<file path="src/rtl/prog_crc_cfg.svh">
// Offsets, reset values and sizes for the program-memory checksum block
`ifndef PROG_CRC_CFG_SVH
`define PROG_CRC_CFG_SVH
`define CKS_BYTE_ZERO_OFS   8'ha9
`define CKS_BYTE_ONE_OFS    8'haa
`define CKS_BYTE_TWO_OFS    8'hab
`define CKS_BYTE_THREE_OFS  8'hac
`define CKS_BYTE_RESET      8'h00
`define CKS_UNMAPPED_READ   8'h00
`define CKS_FULL_START      16'h0000
`define CKS_BLOCK_LOW_BYTE  8'h00
`define CKS_BLOCK_BYTES     17'h00100
`define CKS_MEM_BYTES       65536
`define CKS_POLY32          32'h04c11db7
`define CKS_POLY16          16'h1021
`endif

</file>
<file path="src/rtl/prog_crc_pkg.sv">
// Types shared by the program-memory checksum block
package prog_crc_pkg;
  typedef enum logic [1:0] {ST_IDLE, ST_FETCH, ST_DRAIN} cks_state_type;

  typedef struct packed {
    logic [7:0] addr;
    logic [7:0] wdata;
    logic       wr;
    logic       rd;
  } reg_req_type;

  typedef struct packed {
    logic data_out;
    logic data_oe;
  } pin_drive_type;
endpackage

</file>
<file path="src/rtl/crc_accum.sv">
// Byte-serial checksum accumulator with clear and enable
`timescale 1ns/100ps
module crc_accum #(
  parameter int              WIDTH = 32,
  parameter logic [WIDTH-1:0] POLY = '1
) (
  // Clock and reset
  input  wire logic             sys_clk,
  input  wire logic             rst_n,
  // Control and data
  input  wire logic             clear,
  input  wire logic             en,
  input  wire logic [7:0]       data,
  // Result
  output logic      [WIDTH-1:0] crc_r
);
  logic [WIDTH-1:0] crc_nxt;

  function automatic logic [WIDTH-1:0] step(input logic [WIDTH-1:0] c, input logic [7:0] d);
    logic [WIDTH-1:0] v;
    v = c ^ {d, {(WIDTH-8){1'b0}}};
    for (int i = 0; i < 8; i++) begin
      v = v[WIDTH-1] ? ((v << 1) ^ POLY) : (v << 1);
    end
    return v;
  endfunction

  assign crc_nxt = clear ? '0 : (en ? step(crc_r, data) : crc_r);

  always_ff @(posedge sys_clk) begin
    if (!rst_n) crc_r <= '0;
    else        crc_r <= crc_nxt;
  end
endmodule // crc_accum

</file>
<file path="src/rtl/prog_crc.sv">
// Program-memory checksum registers and engine behind the two-wire debug link
`include "prog_crc_cfg.svh"
`timescale 1ns/100ps
module prog_crc #(
  parameter int ADDR_W    = 16,
  parameter int MEM_BYTES = `CKS_MEM_BYTES
) (
  // Clock and reset
  input  wire logic                      sys_clk,
  input  wire logic                      rst_n,
  // Halt state of the device
  input  wire logic                      halted,
  // Register port from the link
  input  wire prog_crc_pkg::reg_req_type reg_req,
  output logic [7:0]                     reg_rdata,
  output logic                           reg_rvalid,
  // Program memory read port, data one cycle after mem_rd
  output logic [ADDR_W-1:0]              mem_addr,
  output logic                           mem_rd,
  input  wire logic [7:0]                mem_rdata,
  // Status
  output logic                           crc_busy,
  // Shared pins
  input  wire logic                      rst_pin_n,
  input  wire logic                      data_pin_in,
  output logic                           data_pin_out,
  output logic                           data_pin_oe,
  // User side of shared pins
  input  wire prog_crc_pkg::pin_drive_type user_drive,
  output logic                           core_reset_n,
  output logic                           user_data_in,
  // Link side of shared pins
  input  wire prog_crc_pkg::pin_drive_type link_drive,
  output logic                           debug_clock_pin,
  output logic                           debug_data_pin
);
  import prog_crc_pkg::*;

  localparam int CNT_W = ADDR_W + 1;

  cks_state_type     state_r, state_nxt;
  logic [31:0]       result_r, result_nxt;
  logic [ADDR_W-1:0] addr_r, addr_nxt;
  logic [CNT_W-1:0]  left_r, left_nxt;
  logic              full_mode_r, full_mode_nxt;
  logic              rd_pend_r;
  logic [31:0]       crc32;
  logic [15:0]       crc16;

  // Byte register decode, shared by read and write paths
  function automatic logic [2:0] byte_sel(input logic [7:0] a);
    case (a)
      `CKS_BYTE_ZERO_OFS:  byte_sel = 3'h4;
      `CKS_BYTE_ONE_OFS:   byte_sel = 3'h5;
      `CKS_BYTE_TWO_OFS:   byte_sel = 3'h6;
      `CKS_BYTE_THREE_OFS: byte_sel = 3'h7;
      default:             byte_sel = 3'h0;
    endcase
  endfunction

  wire [2:0] wr_sel      = byte_sel(reg_req.addr);
  wire       idle        = (state_r == ST_IDLE);
  wire       wr_ok       = reg_req.wr && halted && idle && wr_sel[2];
  wire       start_full  = wr_ok && (wr_sel[1:0] == 2'h1);
  wire       start_block = wr_ok && (wr_sel[1:0] == 2'h0);
  wire       drained     = !mem_rd && !rd_pend_r;
  wire [7:0] rd_byte     = wr_sel[2] ? result_r[8*wr_sel[1:0] +: 8] : `CKS_UNMAPPED_READ;
  wire       start       = start_full || start_block;

  always_comb begin
    state_nxt     = state_r;
    result_nxt    = result_r;
    addr_nxt      = addr_r;
    left_nxt      = left_r;
    full_mode_nxt = full_mode_r;
    case (state_r)
      ST_IDLE: begin
        if (wr_ok) begin
          result_nxt[8*wr_sel[1:0] +: 8] = reg_req.wdata;
        end
        if (start_full) begin
          addr_nxt      = `CKS_FULL_START;
          left_nxt      = CNT_W'(MEM_BYTES);
          full_mode_nxt = 1'b1;
          state_nxt     = ST_FETCH;
        end else if (start_block) begin
          addr_nxt      = ADDR_W'({reg_req.wdata, `CKS_BLOCK_LOW_BYTE});
          left_nxt      = CNT_W'(`CKS_BLOCK_BYTES);
          full_mode_nxt = 1'b0;
          state_nxt     = ST_FETCH;
        end
      end
      ST_FETCH: begin
        addr_nxt = addr_r + 1'b1;
        left_nxt = left_r - 1'b1;
        if (left_r == CNT_W'(1)) state_nxt = ST_DRAIN;
      end
      ST_DRAIN: begin
        if (drained) begin
          // Results take the checksum only here, once the last byte has been folded in
          if (full_mode_r) result_nxt = crc32;
          else             result_nxt = {result_r[31:16], crc16};
          state_nxt = ST_IDLE;
        end
      end
      default: state_nxt = ST_IDLE;
    endcase
  end

  always_ff @(posedge sys_clk) begin
    if (!rst_n) begin
      state_r     <= ST_IDLE;
      result_r    <= {4{`CKS_BYTE_RESET}};
      addr_r      <= '0;
      left_r      <= '0;
      full_mode_r <= 1'b0;
    end else begin
      state_r     <= state_nxt;
      result_r    <= result_nxt;
      addr_r      <= addr_nxt;
      left_r      <= left_nxt;
      full_mode_r <= full_mode_nxt;
    end
  end

  // Memory fetch pipeline and register reads
  always_ff @(posedge sys_clk) begin
    if (!rst_n) begin
      mem_rd     <= 1'b0;
      mem_addr   <= '0;
      rd_pend_r  <= 1'b0;
      crc_busy   <= 1'b0;
      reg_rdata  <= 8'h00;
      reg_rvalid <= 1'b0;
    end else begin
      mem_rd     <= (state_r == ST_FETCH);
      mem_addr   <= addr_r;
      rd_pend_r  <= mem_rd;
      crc_busy   <= (state_nxt != ST_IDLE);
      reg_rdata  <= rd_byte;
      reg_rvalid <= reg_req.rd && halted;
    end
  end

  // Pin sharing: while halted the link owns the reset and data pins
  always_ff @(posedge sys_clk) begin
    if (!rst_n) begin
      core_reset_n    <= 1'b0;
      user_data_in    <= 1'b0;
      debug_clock_pin <= 1'b1;
      debug_data_pin  <= 1'b0;
      data_pin_out    <= 1'b0;
      data_pin_oe     <= 1'b0;
    end else begin
      core_reset_n    <= halted ? 1'b1 : rst_pin_n;
      user_data_in    <= halted ? user_data_in : data_pin_in;
      debug_clock_pin <= halted ? rst_pin_n : 1'b1;
      debug_data_pin  <= halted ? data_pin_in : 1'b0;
      data_pin_out    <= halted ? link_drive.data_out : user_drive.data_out;
      data_pin_oe     <= halted ? link_drive.data_oe : user_drive.data_oe;
    end
  end

  crc_accum #(.WIDTH(32), .POLY(`CKS_POLY32)) u_crc32 (
    .sys_clk (sys_clk),
    .rst_n   (rst_n),
    .clear   (start),
    .en      (rd_pend_r && full_mode_r),
    .data    (mem_rdata),
    .crc_r   (crc32)
  );

  crc_accum #(.WIDTH(16), .POLY(`CKS_POLY16)) u_crc16 (
    .sys_clk (sys_clk),
    .rst_n   (rst_n),
    .clear   (start),
    .en      (rd_pend_r && !full_mode_r),
    .data    (mem_rdata),
    .crc_r   (crc16)
  );
endmodule // prog_crc

</file>
<file path="config.mk">
export PLATFORM = sky130hd
export DESIGN_NAME = prog_crc
export DESIGN_NICKNAME = d
export VERILOG_FILES = /design/src/rtl/prog_crc_pkg.sv /design/src/rtl/crc_accum.sv /design/src/rtl/prog_crc.sv
export VERILOG_INCLUDE_DIRS = /design/src /design/src/rtl
export SDC_FILE = /design/constraint.sdc
export NUM_CORES = 1
export LEC_CHECK = 0
export ABC_AREA = 1
export BUFFER_PORTS_ARGS = -buffer_cell sky130_fd_sc_hd__buf_4
export CORE_MARGIN = 1
export CORE_UTILIZATION = 30
export CTS_CLUSTER_DIAMETER = 200
export CTS_CLUSTER_SIZE = 25
export DETAILED_ROUTE_END_ITERATION = 8
export MAX_ROUTING_LAYER = met4
export PLACE_DENSITY = 0.49
export SETUP_SLACK_MARGIN = 0.3
export SLEW_MARGIN = 20
export SYNTH_ARGS = -nofsm -noshare
export SYNTH_HDL_FRONTEND = slang
export SYNTH_SLANG_ARGS = --single-unit
</file>
<file path="constraint.sdc">
create_clock -name sys_clk -period 3.3 [get_ports sys_clk]
set_clock_uncertainty 0.1 [all_clocks]
set_input_delay 0.165 -clock sys_clk [delete_from_list [all_inputs] [get_ports sys_clk]]
set_output_delay 0.165 -clock sys_clk [all_outputs]
set_load 0.02 [all_outputs]
</file>
==> key figures, run 1 <==
Global routing
  • Vias in the first global route: 7386
  • Tot GR Track Use: a little under a fifth
  • Initial antenna violation count: 0
  • Gr ovfl total: 0
  • Largest net degree at the start of global routing: 41
  • First-pass GRT wire length: roughly 40000 µm

Logic synthesis
  • Number of flops mapped to enable cells by yosys: 0
  • Sequential share of the synthesized area: 35.7%
  • Share of synthesized flip-flops with an asynchronous set or reset: 0%
  • Net Count, Synth: 1350
  • Top_reg_cell synth: dfxtp_1
  • Cell area after synthesis: approximately 8400 µm²
  • Synth warnings: 0
  • Yosys reg bits: 150
  • Yosys cell types: 44
  • Syn avg cell area: between 6 and 7 µm²
  • Syn Inst Count: roughly 1.3k

Setup path
  • FF-to-FF Start: u_crc32.crc_r[31]$_SDFFE_PP0P_
  • Req. time, crit path: 3530 ps
  • Max incr delay on CP: 500 ps
  • Critical Path Start: u_crc32.crc_r[31]$_SDFFE_PP0P_
  • Signal arrival time at the worst endpoint: 2520 ps
  • Crit Path Category: register to register
  • CP most frequent cell: nand2_1
  • Critical path launch point type: register
  • CP max FO: 14
  • Element type at the critical path end: register
  • Cells along the critical path: nand2_1, nand2_1, nand2_1, nand2_1, nand2_1, nand3_1, nand2_1, nand2_1, nand3_1, nand2_1, inv_1
  • Crit path max-delay cell type: nand2_1

Timing
  • Relative slew slack: 56.1%
  • Hold WS: 27.8 ps
  • RSZ-0062 raised after global routing: no
  • Minimum clock period: 2290 ps
  • Fmax: 437 MHz
  • Slew Limit Fails: 0
  • Final setup fails: 0
  • Fin crit share: 69.3%
  • Fin. Hold Viols: 0
  • Least-Margin Pin Slew: roughly 660 ps
  • Setup TNS: 0 ps

Floorplanning
  • Initial Util: 30.9%
  • I/O pin cnt: 68
  • # rows: 60
  • Die height: ~170 µm
  • Core Box Area: 27300 µm²
  • Die W: ~170 µm
  • Die Footprint: approximately 29000 µm²

CTS
  • CTS Sinks: 150
  • PostCTS Resize Cnt: 0
  • Postcts setup bufs: 0
  • Reg clk slew, reported paths: 70 ps
  • H-tree Lvls: 4
  • Cts hold-fix bufs: 12
  • Root Buffer Master: clkbuf_16
  • CTS buffer count: 17
  • Skew-Pair Late Insertion Delay: ~430 ps
  • CTS tree: done
  • Max clock buf depth: 2

Power
  • Clock share of power: 48.0%
  • Psw: between 1000 and 1500 µW
  • Leak: 0.00455 µW
  • Cell Pwr Density: 417 nW/µm²
  • Power Internal: 3070 µW
  • Reg power frac: 43.7%
  • Sw frac: 26.3%
  • Total power: about 4200 µW
  • Logic pwr share: 8.3%
  • Max IR drop VDD: 309 µV

Job
  • Max-Cap Viols: 0

Finish
  • Layout cell share with drive strength beyond 1: 10.9%
  • Area occupied by registers: 3000 µm²
  • Layout fillers: 3006
  • Multi-input gate area: between 4000 and 5000 µm²
  • Diode count: 0
  • Layout Nets: 1420
  • Area Overhead vs Synth: 18.8%

Route
  • DR pass1 iterations: 4
  • Final Routed Wirelength: approximately 25000 µm
  • Routed vias/inst: about 4.5
  • Initial DRC count: 475
  • Avg WL per Cell: 14.2 µm
  • Final ANT Viol Nets: 0
  • Total number of vias: 7992
  • Drt drc: 0

Worst hold path
  • Hold crit path type: input port to register
  • Hold path startpoint: reg_req[4]

Placement
  • Gpl congestion: 0.884
  • Number of port buffers: between 60 and 70
  • Detailed Place HPWL: 18700 µm

Run status
  • Status: finished, final reports clean
-- per-layer routing --
metal / vias to the layer above / GRT usage (%) / wire [µm]
met4: 0 / 4.58 / 280
met5: - / - / 0
li1: 4245 / - / -
met2: 174 / 27.9 / 11000
met3: 19 / 2.66 / 1160
met1: 3554 / 26.1 / 12700
-- state kept, by name (all words and copies together) (netlist names) --
register	flops
u_crc16.crc_r	16
debug_clock_pin	1
data_pin_out	1
rd_pend_r	1
full_mode_r	1
result_r	32
core_reset_n	1
addr_r	16
reg_rdata	8
reg_rvalid	1
left_r	17
user_data_in	1
u_crc32.crc_r	32
crc_busy	1
data_pin_oe	1
mem_addr	16
mem_rd	1
state_r	2
debug_data_pin	1
-- synth_stat cells, types with 2 or more instances --
cell type / n / area (µm²)
nand2_1: 428 / 1610
dfxtp_1: 150 / 3000
nor2_1: 148 / 556
inv_1: 141 / 529
a21oi_1: 95 / 475
nand3_1: 75 / 375
o21ai_0: 54 / 270
xor2_1: 40 / 350
xnor2_1: 24 / 210
clkbuf_1: 19 / 71.3
buf_2: 14 / 70.1
nor3_1: 14 / 70.1
o211ai_1: 9 / 67.6
o21ai_1: 9 / 45.0
inv_2: 8 / 30.0
nand2_2: 8 / 50.1
ha_1: 7 / 87.6
o22ai_1: 7 / 43.8
a211oi_1: 6 / 45.0
nand4_1: 6 / 37.5
or2_2: 6 / 37.5
buf_4: 5 / 37.5
clkinv_1: 4 / 15.0
nor2_2: 4 / 25.0
nor4_1: 3 / 18.8
buf_1: 2 / 7.51
buf_6: 2 / 22.5
nand3b_1: 2 / 15.0
nor2_4: 2 / 22.5
o211ai_4: 2 / 42.5
-- critical path, delay by kind of cell (launching register included) --
kind / cells / cell delay, ps
and+or+nand+nor: 10 / 1580
buffers and inverters: 1 / 30
DFF: 1 / 480
-- metrics by stage --
stage | util (%) | cells | instance area (µm²) | setup WS (ps)
2_1_floorplan | - | 1308 | 8420 | 954
3_3_place_gp | 34.1 | 1719 | 9280 | 671
3_5_place_dp | 34.1 | 1719 | 9280 | 575
4_1_cts | 36.7 | 1763 | 10000 | 1020
5_1_grt | 36.7 | 1763 | 10000 | 745
6_report | 36.7 | 1763 | 10000 | 1010
-- cells in the final DEF (no fill, tap or decap), drive strengths merged, types with 3 or more instances in the layout --
| cell type | synthesis | final |
|---|---|---|
| xor2 | 41 | 41 |
| ha | 7 | 7 |
| clkbuf | 19 | 20 |
| inv | 150 | 157 |
| dfxtp | 150 | 150 |
| nand3 | 76 | 76 |
| o211ai | 11 | 11 |
| xnor2 | 25 | 25 |
| buf | 23 | 81 |
| a21oi | 96 | 96 |
| nand2 | 436 | 436 |
| nor2 | 155 | 155 |
| clkinv | 4 | 6 |
| dlygate4sd3 | 0 | 12 |
| nor3 | 15 | 15 |
| o22ai | 7 | 7 |
| nor4 | 3 | 3 |
| nand4 | 6 | 6 |
| or2 | 7 | 7 |
| o21ai | 63 | 63 |
| a211oi | 6 | 6 |
-- worst paths after layout --
kind / endpoint / slack [ps] / depth (start not counted)
worst max-delay path: u_crc32.crc_r[12]$_SDFFE_PP0P_ / 1010 / 11
worst max register to register: u_crc32.crc_r[12]$_SDFFE_PP0P_ / 1010 / 11
worst min register to register: mem_addr[1]$_SDFF_PN0_ / 370 / 2
worst min-delay path: addr_r[10]$_SDFFE_PN0P_ / 30 / 5
-- power groups by stage --
stage,clock [µW],combinational (µW),sequential (µW)
after CTS,2060,349,1820
final,2000,346,1820
after detailed placement,0,337,1860
after global placement,0,335,1860
after global routing,2130,388,1820
after floorplan,0,214,1870
-- final cells by class --
class,instances,area share [%]
multi-input combinational,962,46.2
sequential,150,30.0
timing repair buffer,93,7.28
inverter,154,5.81
clock buffer,20,4.67
tap,372,4.66
clock inverter,12,1.31
-- cells by family after synthesis --
family / after synthesis / share of synthesized area (%)
fa+ha+maj: 7 / 1.04
flops: 150 / 35.7
buf+inv: 196 / 9.38
xor+xnor: 66 / 7.18
simple gates: 701 / 34.1
compound gates: 188 / 12.6
(Power assumes the default switching activity.)
==> run 2: changes to the inputs <==
==> constraint.sdc (replaced) <==
create_clock -name sys_clk -period 2.4 [get_ports sys_clk]
set_clock_uncertainty 0.1 [all_clocks]
set_input_delay 0.12 -clock sys_clk [delete_from_list [all_inputs] [get_ports sys_clk]]
set_output_delay 0.12 -clock sys_clk [all_outputs]
set_load 0.02 [all_outputs]
==> run 2 against run 1 <==
  * Worst hold slack improved by 41 ps
  * Count of clock-buffer cells in the layout decreased by 3
  * Design area increased by 2.4%
  * Power increased by 36%
  * Core utilization increased by 0.88 points
  * Sequential share of layout area decreased by 0.69 points
  * Die area unchanged
  * Maximum frequency increased by 17%
  * Non-clock buffer count increased by 24
  * Critical endpoint is now result_r[10]$_SDFFE_PN0P_
==> key figures, run 2 (synthesis gave the netlist of run 1 again) <==
Run status
  • Status: finished, final reports clean

Route
  • Routed vias/inst: 4.57 (+0.72%)
  • Initial DRC count: 529 (+11%)
  • Final Routed Wirelength: 25500 µm (+1.7%)
  • Final ANT Viol Nets: 0 (unchanged)
  • DR pass1 iterations: 4 (unchanged)
  • Total number of vias: 8159 (+2.1%)
  • Drt drc: 0 (unchanged)
  • Avg WL per Cell: 14.3 µm (+0.34%)

Placement
  • Gpl congestion: 0.888 (+0.52%)
  • Number of port buffers: 67 (unchanged)
  • Detailed Place HPWL: 19000 µm (+1.8%)

Finish
  • Layout fillers: 2948 (-1.9%)
  • Most common cell after layout, fill and taps aside: nand2_1
  • Diode count: 0 (unchanged)
  • Area Overhead vs Synth: 21.7%
  • Commonest non-fill, non-tap cells in the layout: nand2_1 (426), dfxtp_1 (149), nor2_1 (146)
  • Layout Nets: 1444 (+1.7%)
  • Core Util, Final: 37.6% (+0.88 points)
  • Top Registers: result_r: 32 flops, u_crc32.crc_r: 32 flops, left_r: 17 flops
  • Layout cell share with drive strength beyond 1: 12.5% (+1.6 points)

Timing
  • Fin crit share: 81.5% (+12 points)
  • Relative slew slack: 66.2% (+10 points)
  • RSZ-0062 raised after global routing: yes
  • Fmax: 511 MHz (+17%)
  • Least-Margin Pin Slew: 506 ps (-151 ps)
  • Slew Limit Fails: 0 (unchanged)
  • Fin. Hold Viols: 0 (unchanged)
  • Minimum clock period: 1960 ps (-332 ps)
  • Final setup fails: 0 (unchanged)

Setup path
  • FF-to-FF Start: state_r[1]$_SDFF_PN0_
  • Critical path launch point type: register
  • Reg2reg end: result_r[10]$_SDFFE_PN0P_
  • CP max FO: 18 (+4)
  • Depth of the worst register-to-register path: 7 (-4)
  • Signal arrival time at the worst endpoint: 2230 ps (-290 ps)
  • Reg-to-reg slack, setup: 440 ps (-570 ps)
  • Req. time, crit path: 2670 ps (-860 ps)
  • Element type at the critical path end: register
  • Crit Path Category: register to register

Power
  • Total power: 5690 µW (+36%)
  • Cell Pwr Density: 555 nW/µm² (+33%)
  • Leak: 0.00466 µW (+2.3%)
  • Max IR drop VDD: 489 µV (+58%)

Global routing
  • Gr ovfl total: 0 (unchanged)
  • First-pass GRT wire length: 40200 µm (+0.12%)
  • Initial antenna violation count: 0 (unchanged)
  • Vias in the first global route: 7500 (+1.5%)
  • Largest net degree at the start of global routing: 36 (-12%)
  • Tot GR Track Use: 18.8% (+0.19 points)

Worst hold path
  • Hold crit path type: input port to register
  • Hold endpoint: addr_r[9]$_SDFFE_PN0P_
  • Hold path startpoint: reg_req[3]
  • Hold Path Depth: 5 (unchanged)

CTS
  • CTS buffer count: 17 (unchanged)
  • CTS Sinks: 150 (unchanged)
  • CTS tree: done
  • Reg clk slew, reported paths: 70 ps (about the same)
  • Max clock buf depth: 2 (unchanged)
  • Root Buffer Master: clkbuf_16
  • H-tree Lvls: 4 (unchanged)
  • Skew-Pair Late Insertion Delay: 430 ps (about the same)

Floorplanning
  • Core Box Area: 27300 µm² (unchanged)
  • # rows: 60 (unchanged)
  • Die Footprint: 28700 µm² (unchanged)
  • I/O pin cnt: 68 (unchanged)
  • Die height: 169 µm (unchanged)
  • Die W: 169 µm (unchanged)
  • Initial Util: 30.9% (unchanged)

Job
  • Max-Cap Viols: 0 (unchanged)
==> run 2: worst max-delay path by stage <==
| stage | cells after the start | to | slack [ps] | startpoint |
|---|---|---|---|---|
| final | 7 | result_r[10]$_SDFFE_PN0P_ | 440 | state_r[1]$_SDFF_PN0_ |
| after global routing | 15 | u_crc16.crc_r[2]$_SDFFE_PP0P_ | 260 | reg_req[16] |
| after CTS | 9 | result_r[12]$_SDFFE_PN0P_ | 370 | state_r[1]$_SDFF_PN0_ |
| after detailed placement | 15 | result_r[25]$_SDFFE_PN0P_ | -0.2 | reg_req[16] |
| after global placement | 15 | result_r[25]$_SDFFE_PN0P_ | 20 | reg_req[16] |
| after floorplan | 14 | u_crc16.crc_r[15]$_SDFFE_PP0P_ | 280 | reg_req[16] |
==> run 2: where the power goes <==
| group | internal [µW] | total, µW | switching [µW] | leakage (µW) |
|---|---|---|---|---|
| clock network | 1470 | 2670 | 1200 | 0.000281 |
| registers | 2500 | 2510 | 6.26 | 0.00121 |
| logic | 197 | 510 | 312 | 0.00316 |
| total | 4160 | 5690 | 1520 | 0.00466 |
==> run 2: layout make-up <==
type	instances	area, µm²	share of cell area (%)
Timing Repair Buffer	117	947	9.25
Multi-Input combinational cell	962	4650	45.4
Inverter	154	587	5.73
Sequential cell	150	3000	29.3
Clock inverter	15	158	1.54
Tap cell	372	465	4.55
Clock buffer	17	425	4.15
==> run 2: critical path, cell delays in order (launching register included) <==
cell and delay (ps):
dfxtp_1 490, inv_2 130, nor2_8 240, inv_4 170, a22oi_4 420, buf_4 210
nor2_1 40, nor2_1 90
==> run 2: repair_timing <==
item,4_1_cts,5_1_grt
setup endpoints to repair,0,11
setup buffers,0,0
gates resized for setup,0,8
hold buffers,21,0
hold endpoints to repair,14,0
==> run 2: layer usage <==
metal | global-route usage [%] | part of all wire, % | vias to the layer above | wire (µm)
met5 | - | 0 | - | 0
met4 | 5.99 | 2.0 | 0 | 522
met3 | 3.24 | 4.0 | 37 | 1030
met2 | 28.7 | 44 | 156 | 11400
met1 | 25.1 | 49 | 3665 | 12600
li1 | - | - | 4301 | -
==> run 2: stage by stage <==
stage                     hold slack, ps  instances  instance area (µm²)  setup TNS (ps)  setup WS, ps
after floorplan                      104       1308                 8450               0           279
after CTS                           64.6       1787                10200               0           367
after detailed placement             225       1734                 9430          -0.216        -0.216
after global placement               216       1734                 9430               0          21.6
after global routing                 137       1787                10200               0           261
final                               68.8       1787                10200               0           445
==> run 3: changes to the inputs <==
==> constraint.sdc (replaced) <==
create_clock -name sys_clk -period 1.9 [get_ports sys_clk]
set_clock_uncertainty 0.1 [all_clocks]
set_input_delay 0.095 -clock sys_clk [delete_from_list [all_inputs] [get_ports sys_clk]]
set_output_delay 0.095 -clock sys_clk [all_outputs]
set_load 0.02 [all_outputs]
==> run 3 against run 2 <==
  * The run now ends with negative hold slack left
  * Routed wire length up 8.5%
  * Design area up 22%
  * Maximum frequency up 19%
  * First-iteration DRC count down 14%
  * Critical path depth unchanged
  * Global-route usage up 1.2 points
  * Final cell count up 6.3%
  * Non-clock buffer count up 109
  * Sequential share of layout area down 4.9 points
  * Via count up 6.9%
  * Combinational power up 68%
  * Setup slack worse by 180 ps
  * Largest cell class unchanged
==> key figures, run 3 (synthesis gave the netlist of run 1 again) <==
Timing
  • Minimum clock period: 1640 ps (-316 ps)
  • Fin crit share: 86.3% (+4.8 points)
  • Relative slew slack: 70.5% (+4.2 points)
  • Slew Limit Fails: 0 (unchanged)
  • Final setup fails: 0 (unchanged)
  • Fin. Hold Viols: 14 (+14)
  • Least-Margin Pin Slew: 443 ps (-63.1 ps)
  • Fmax: 610 MHz (+19%)
  • RSZ-0062 raised after global routing: yes
  • Hold WS: -38.4 ps (-107 ps)

Power
  • Total power: 7540 µW (+33%)
  • Cell Pwr Density: 606 nW/µm² (+9.1%)
  • Leak: 0.00549 µW (+18%)
  • Psw: 2130 µW (+40%)
  • Logic pwr share: 11.4% (+2.4 points)
  • Max IR drop VDD: 429 µV (-12%)
  • Clock share of power: 46.8% (-0.2 points)
  • Reg power frac: 41.8% (-2.3 points)
  • Power Internal: 5410 µW (+30%)
  • Sw frac: 28.2% (+1.5 points)

Setup path
  • Element type at the critical path end: register
  • Reg-to-reg slack, setup: 260 ps (-180 ps)
  • Crit Path Category: register to register
  • Cells along the critical path: nor3_4, nand2_2, nand2_4, o211ai_4, buf_12, nor2_1, nor2_1
  • Critical path launch point type: register
  • Max incr delay on CP: 380 ps (-110 ps)
  • Req. time, crit path: 2130 ps (-540 ps)
  • CP most frequent cell: nor2_1
  • Crit path max-delay cell type: dfxtp_4
  • Signal arrival time at the worst endpoint: 1870 ps (-360 ps)
  • CP max FO: 16 (-2)

Finish
  • Layout Nets: 1556 (+7.8%)
  • Diode count: 0 (unchanged)
  • Core Util, Final: 45.7% (+8.1 points)
  • Area Overhead vs Synth: 47.9%
  • Commonest non-fill, non-tap cells in the layout: nand2_1 (369), buf_4 (168), dfxtp_1 (132)
  • Layout cell share with drive strength beyond 1: 32.4% (+20 points)
  • Layout fillers: 2827 (-4.1%)
  • Non-filler cells, final: 1899 (+6.3%)
  • Most common cell after layout, fill and taps aside: nand2_1
  • Top Registers: result_r: 32 flops, u_crc32.crc_r: 32 flops, left_r: 17 flops

CTS
  • Max clock buf depth: 2 (unchanged)
  • Root Buffer Master: clkbuf_16
  • Skew-Pair Late Insertion Delay: 440 ps (about the same)
  • H-tree Lvls: 4 (unchanged)
  • CTS buffer count: 17 (unchanged)
  • Reg clk slew, reported paths: 80 ps (about the same)
  • CTS tree: done
  • Cts hold-fix bufs: 23 (+9.5%)
  • CTS Sinks: 150 (unchanged)

Global routing
  • First-pass GRT wire length: 43200 µm (+7.4%)
  • Largest net degree at the start of global routing: 35 (-2.8%)
  • Vias in the first global route: 8081 (+7.7%)
  • Gr ovfl total: 0 (unchanged)
  • Initial antenna violation count: 0 (unchanged)
  • Tot GR Track Use: 20.0% (+1.2 points)

Floorplanning
  • Core Box Area: 27300 µm² (unchanged)
  • I/O pin cnt: 68 (unchanged)
  • # rows: 60 (unchanged)
  • Initial Util: 30.9% (unchanged)
  • Die height: 169 µm (unchanged)
  • Die W: 169 µm (unchanged)
  • Die Footprint: 28700 µm² (unchanged)

Route
  • Avg WL per Cell: 14.6 µm (+2.1%)
  • Final Routed Wirelength: 27700 µm (+8.5%)
  • Routed vias/inst: 4.59 (+0.57%)
  • Drt drc: 0 (unchanged)
  • Final ANT Viol Nets: 0 (unchanged)
  • Initial DRC count: 453 (-14%)
  • DR pass1 iterations: 5 (+1)
  • Total number of vias: 8720 (+6.9%)

Placement
  • Detailed Place HPWL: 20200 µm (+6.3%)
  • Cells after DPL: 1799 (+3.7%)
  • Gpl congestion: 0.833 (-6.2%)
  • Number of port buffers: 67 (unchanged)

Job
  • Max-Cap Viols: 0 (unchanged)

Worst hold path
  • Hold crit path type: input port to register

Run status
  • Status: complete, but fails checks
  • Failing checks: negative hold slack
[run 3: changes by cell type in the layout (fill, tap and decap cells not counted), sizes merged]
| cell | before | now |
|---|---|---|
| clkbuf | 17 | 18 |
| dlygate4sd3 | 21 | 23 |
| clkinv | 9 | 11 |
| nand2 | 436 | 437 |
| buf | 96 | 202 |
[run 3: cell type report]
cell class / count / area (µm²) / area share, %
Multi-Input combinational cell: 963 / 5640 / 45.3
Sequential cell: 150 / 3050 / 24.5
Timing Repair Buffer: 226 / 2020 / 16.2
Inverter: 154 / 652 / 5.24
Tap cell: 372 / 465 / 3.74
Clock buffer: 17 / 425 / 3.42
Clock inverter: 15 / 183 / 1.47
Timing Repair inverter: 2 / 15.0 / 0.121
[run 3: worst paths after layout]
| check | cells after the start | startpoint | endpoint |
|---|---|---|---|
| max | 7 | state_r[0]$_SDFF_PN0_ | result_r[23]$_SDFFE_PN0P_ |
| min | 3 | rst_n | result_r[6]$_SDFFE_PN0P_ |
| max reg2reg | 7 | state_r[0]$_SDFF_PN0_ | result_r[23]$_SDFFE_PN0P_ |
| min reg2reg | 2 | u_crc32.crc_r[0]$_SDFFE_PP0P_ | u_crc32.crc_r[0]$_SDFFE_PP0P_ |
[run 3: power groups by stage]
stage	Combinational (µW)	Sequential, µW	Clock [µW]
finish	859	3150	3530
global route	932	3150	3740
floorplan	407	3250	0
CTS	752	3160	3610
detailed placement	683	3240	0
global placement	683	3240	0
[run 3: routing by layer]
metal | up-vias | global-route usage (%) | routed length [µm] | share of wire, %
li1 | 4521 | - | - | -
met1 | 4032 | 26.3 | 13200 | 48
met2 | 133 | 32.0 | 13300 | 48
met3 | 34 | 2.73 | 786 | 2.8
met4 | 0 | 5.64 | 406 | 1.5
met5 | - | - | 0 | 0
[run 3: critical path, delay by kind of cell, from the launching register on]
kind	cells	cell delay, ps
DFF	1	380
AOI/OAI and AO/OA	1	80
and+or+nand+nor	5	800
buffers and inverters	1	150
[run 3: repair_timing]
action	in CTS	in global routing
gates resized for setup	75	170
cloned	1	4
setup buffers	18	22
setup endpoints to repair	105	108
endpoints found under the hold margin	31	13
pin swaps	13	69
[run 3: metrics by stage]
stage | hold slack (ps) | area [µm²] | worst slack, ps | setup TNS [ps]
2_1_floorplan | 79.1 | 8840 | -99.0 | -3260
3_3_place_gp | 204 | 10300 | -282 | -16710
3_5_place_dp | 198 | 10300 | -297 | -19910
4_1_cts | -63.7 | 11600 | 245 | 0
5_1_grt | -32.4 | 12400 | 162 | 0
6_report | -38.4 | 12400 | 260 | 0
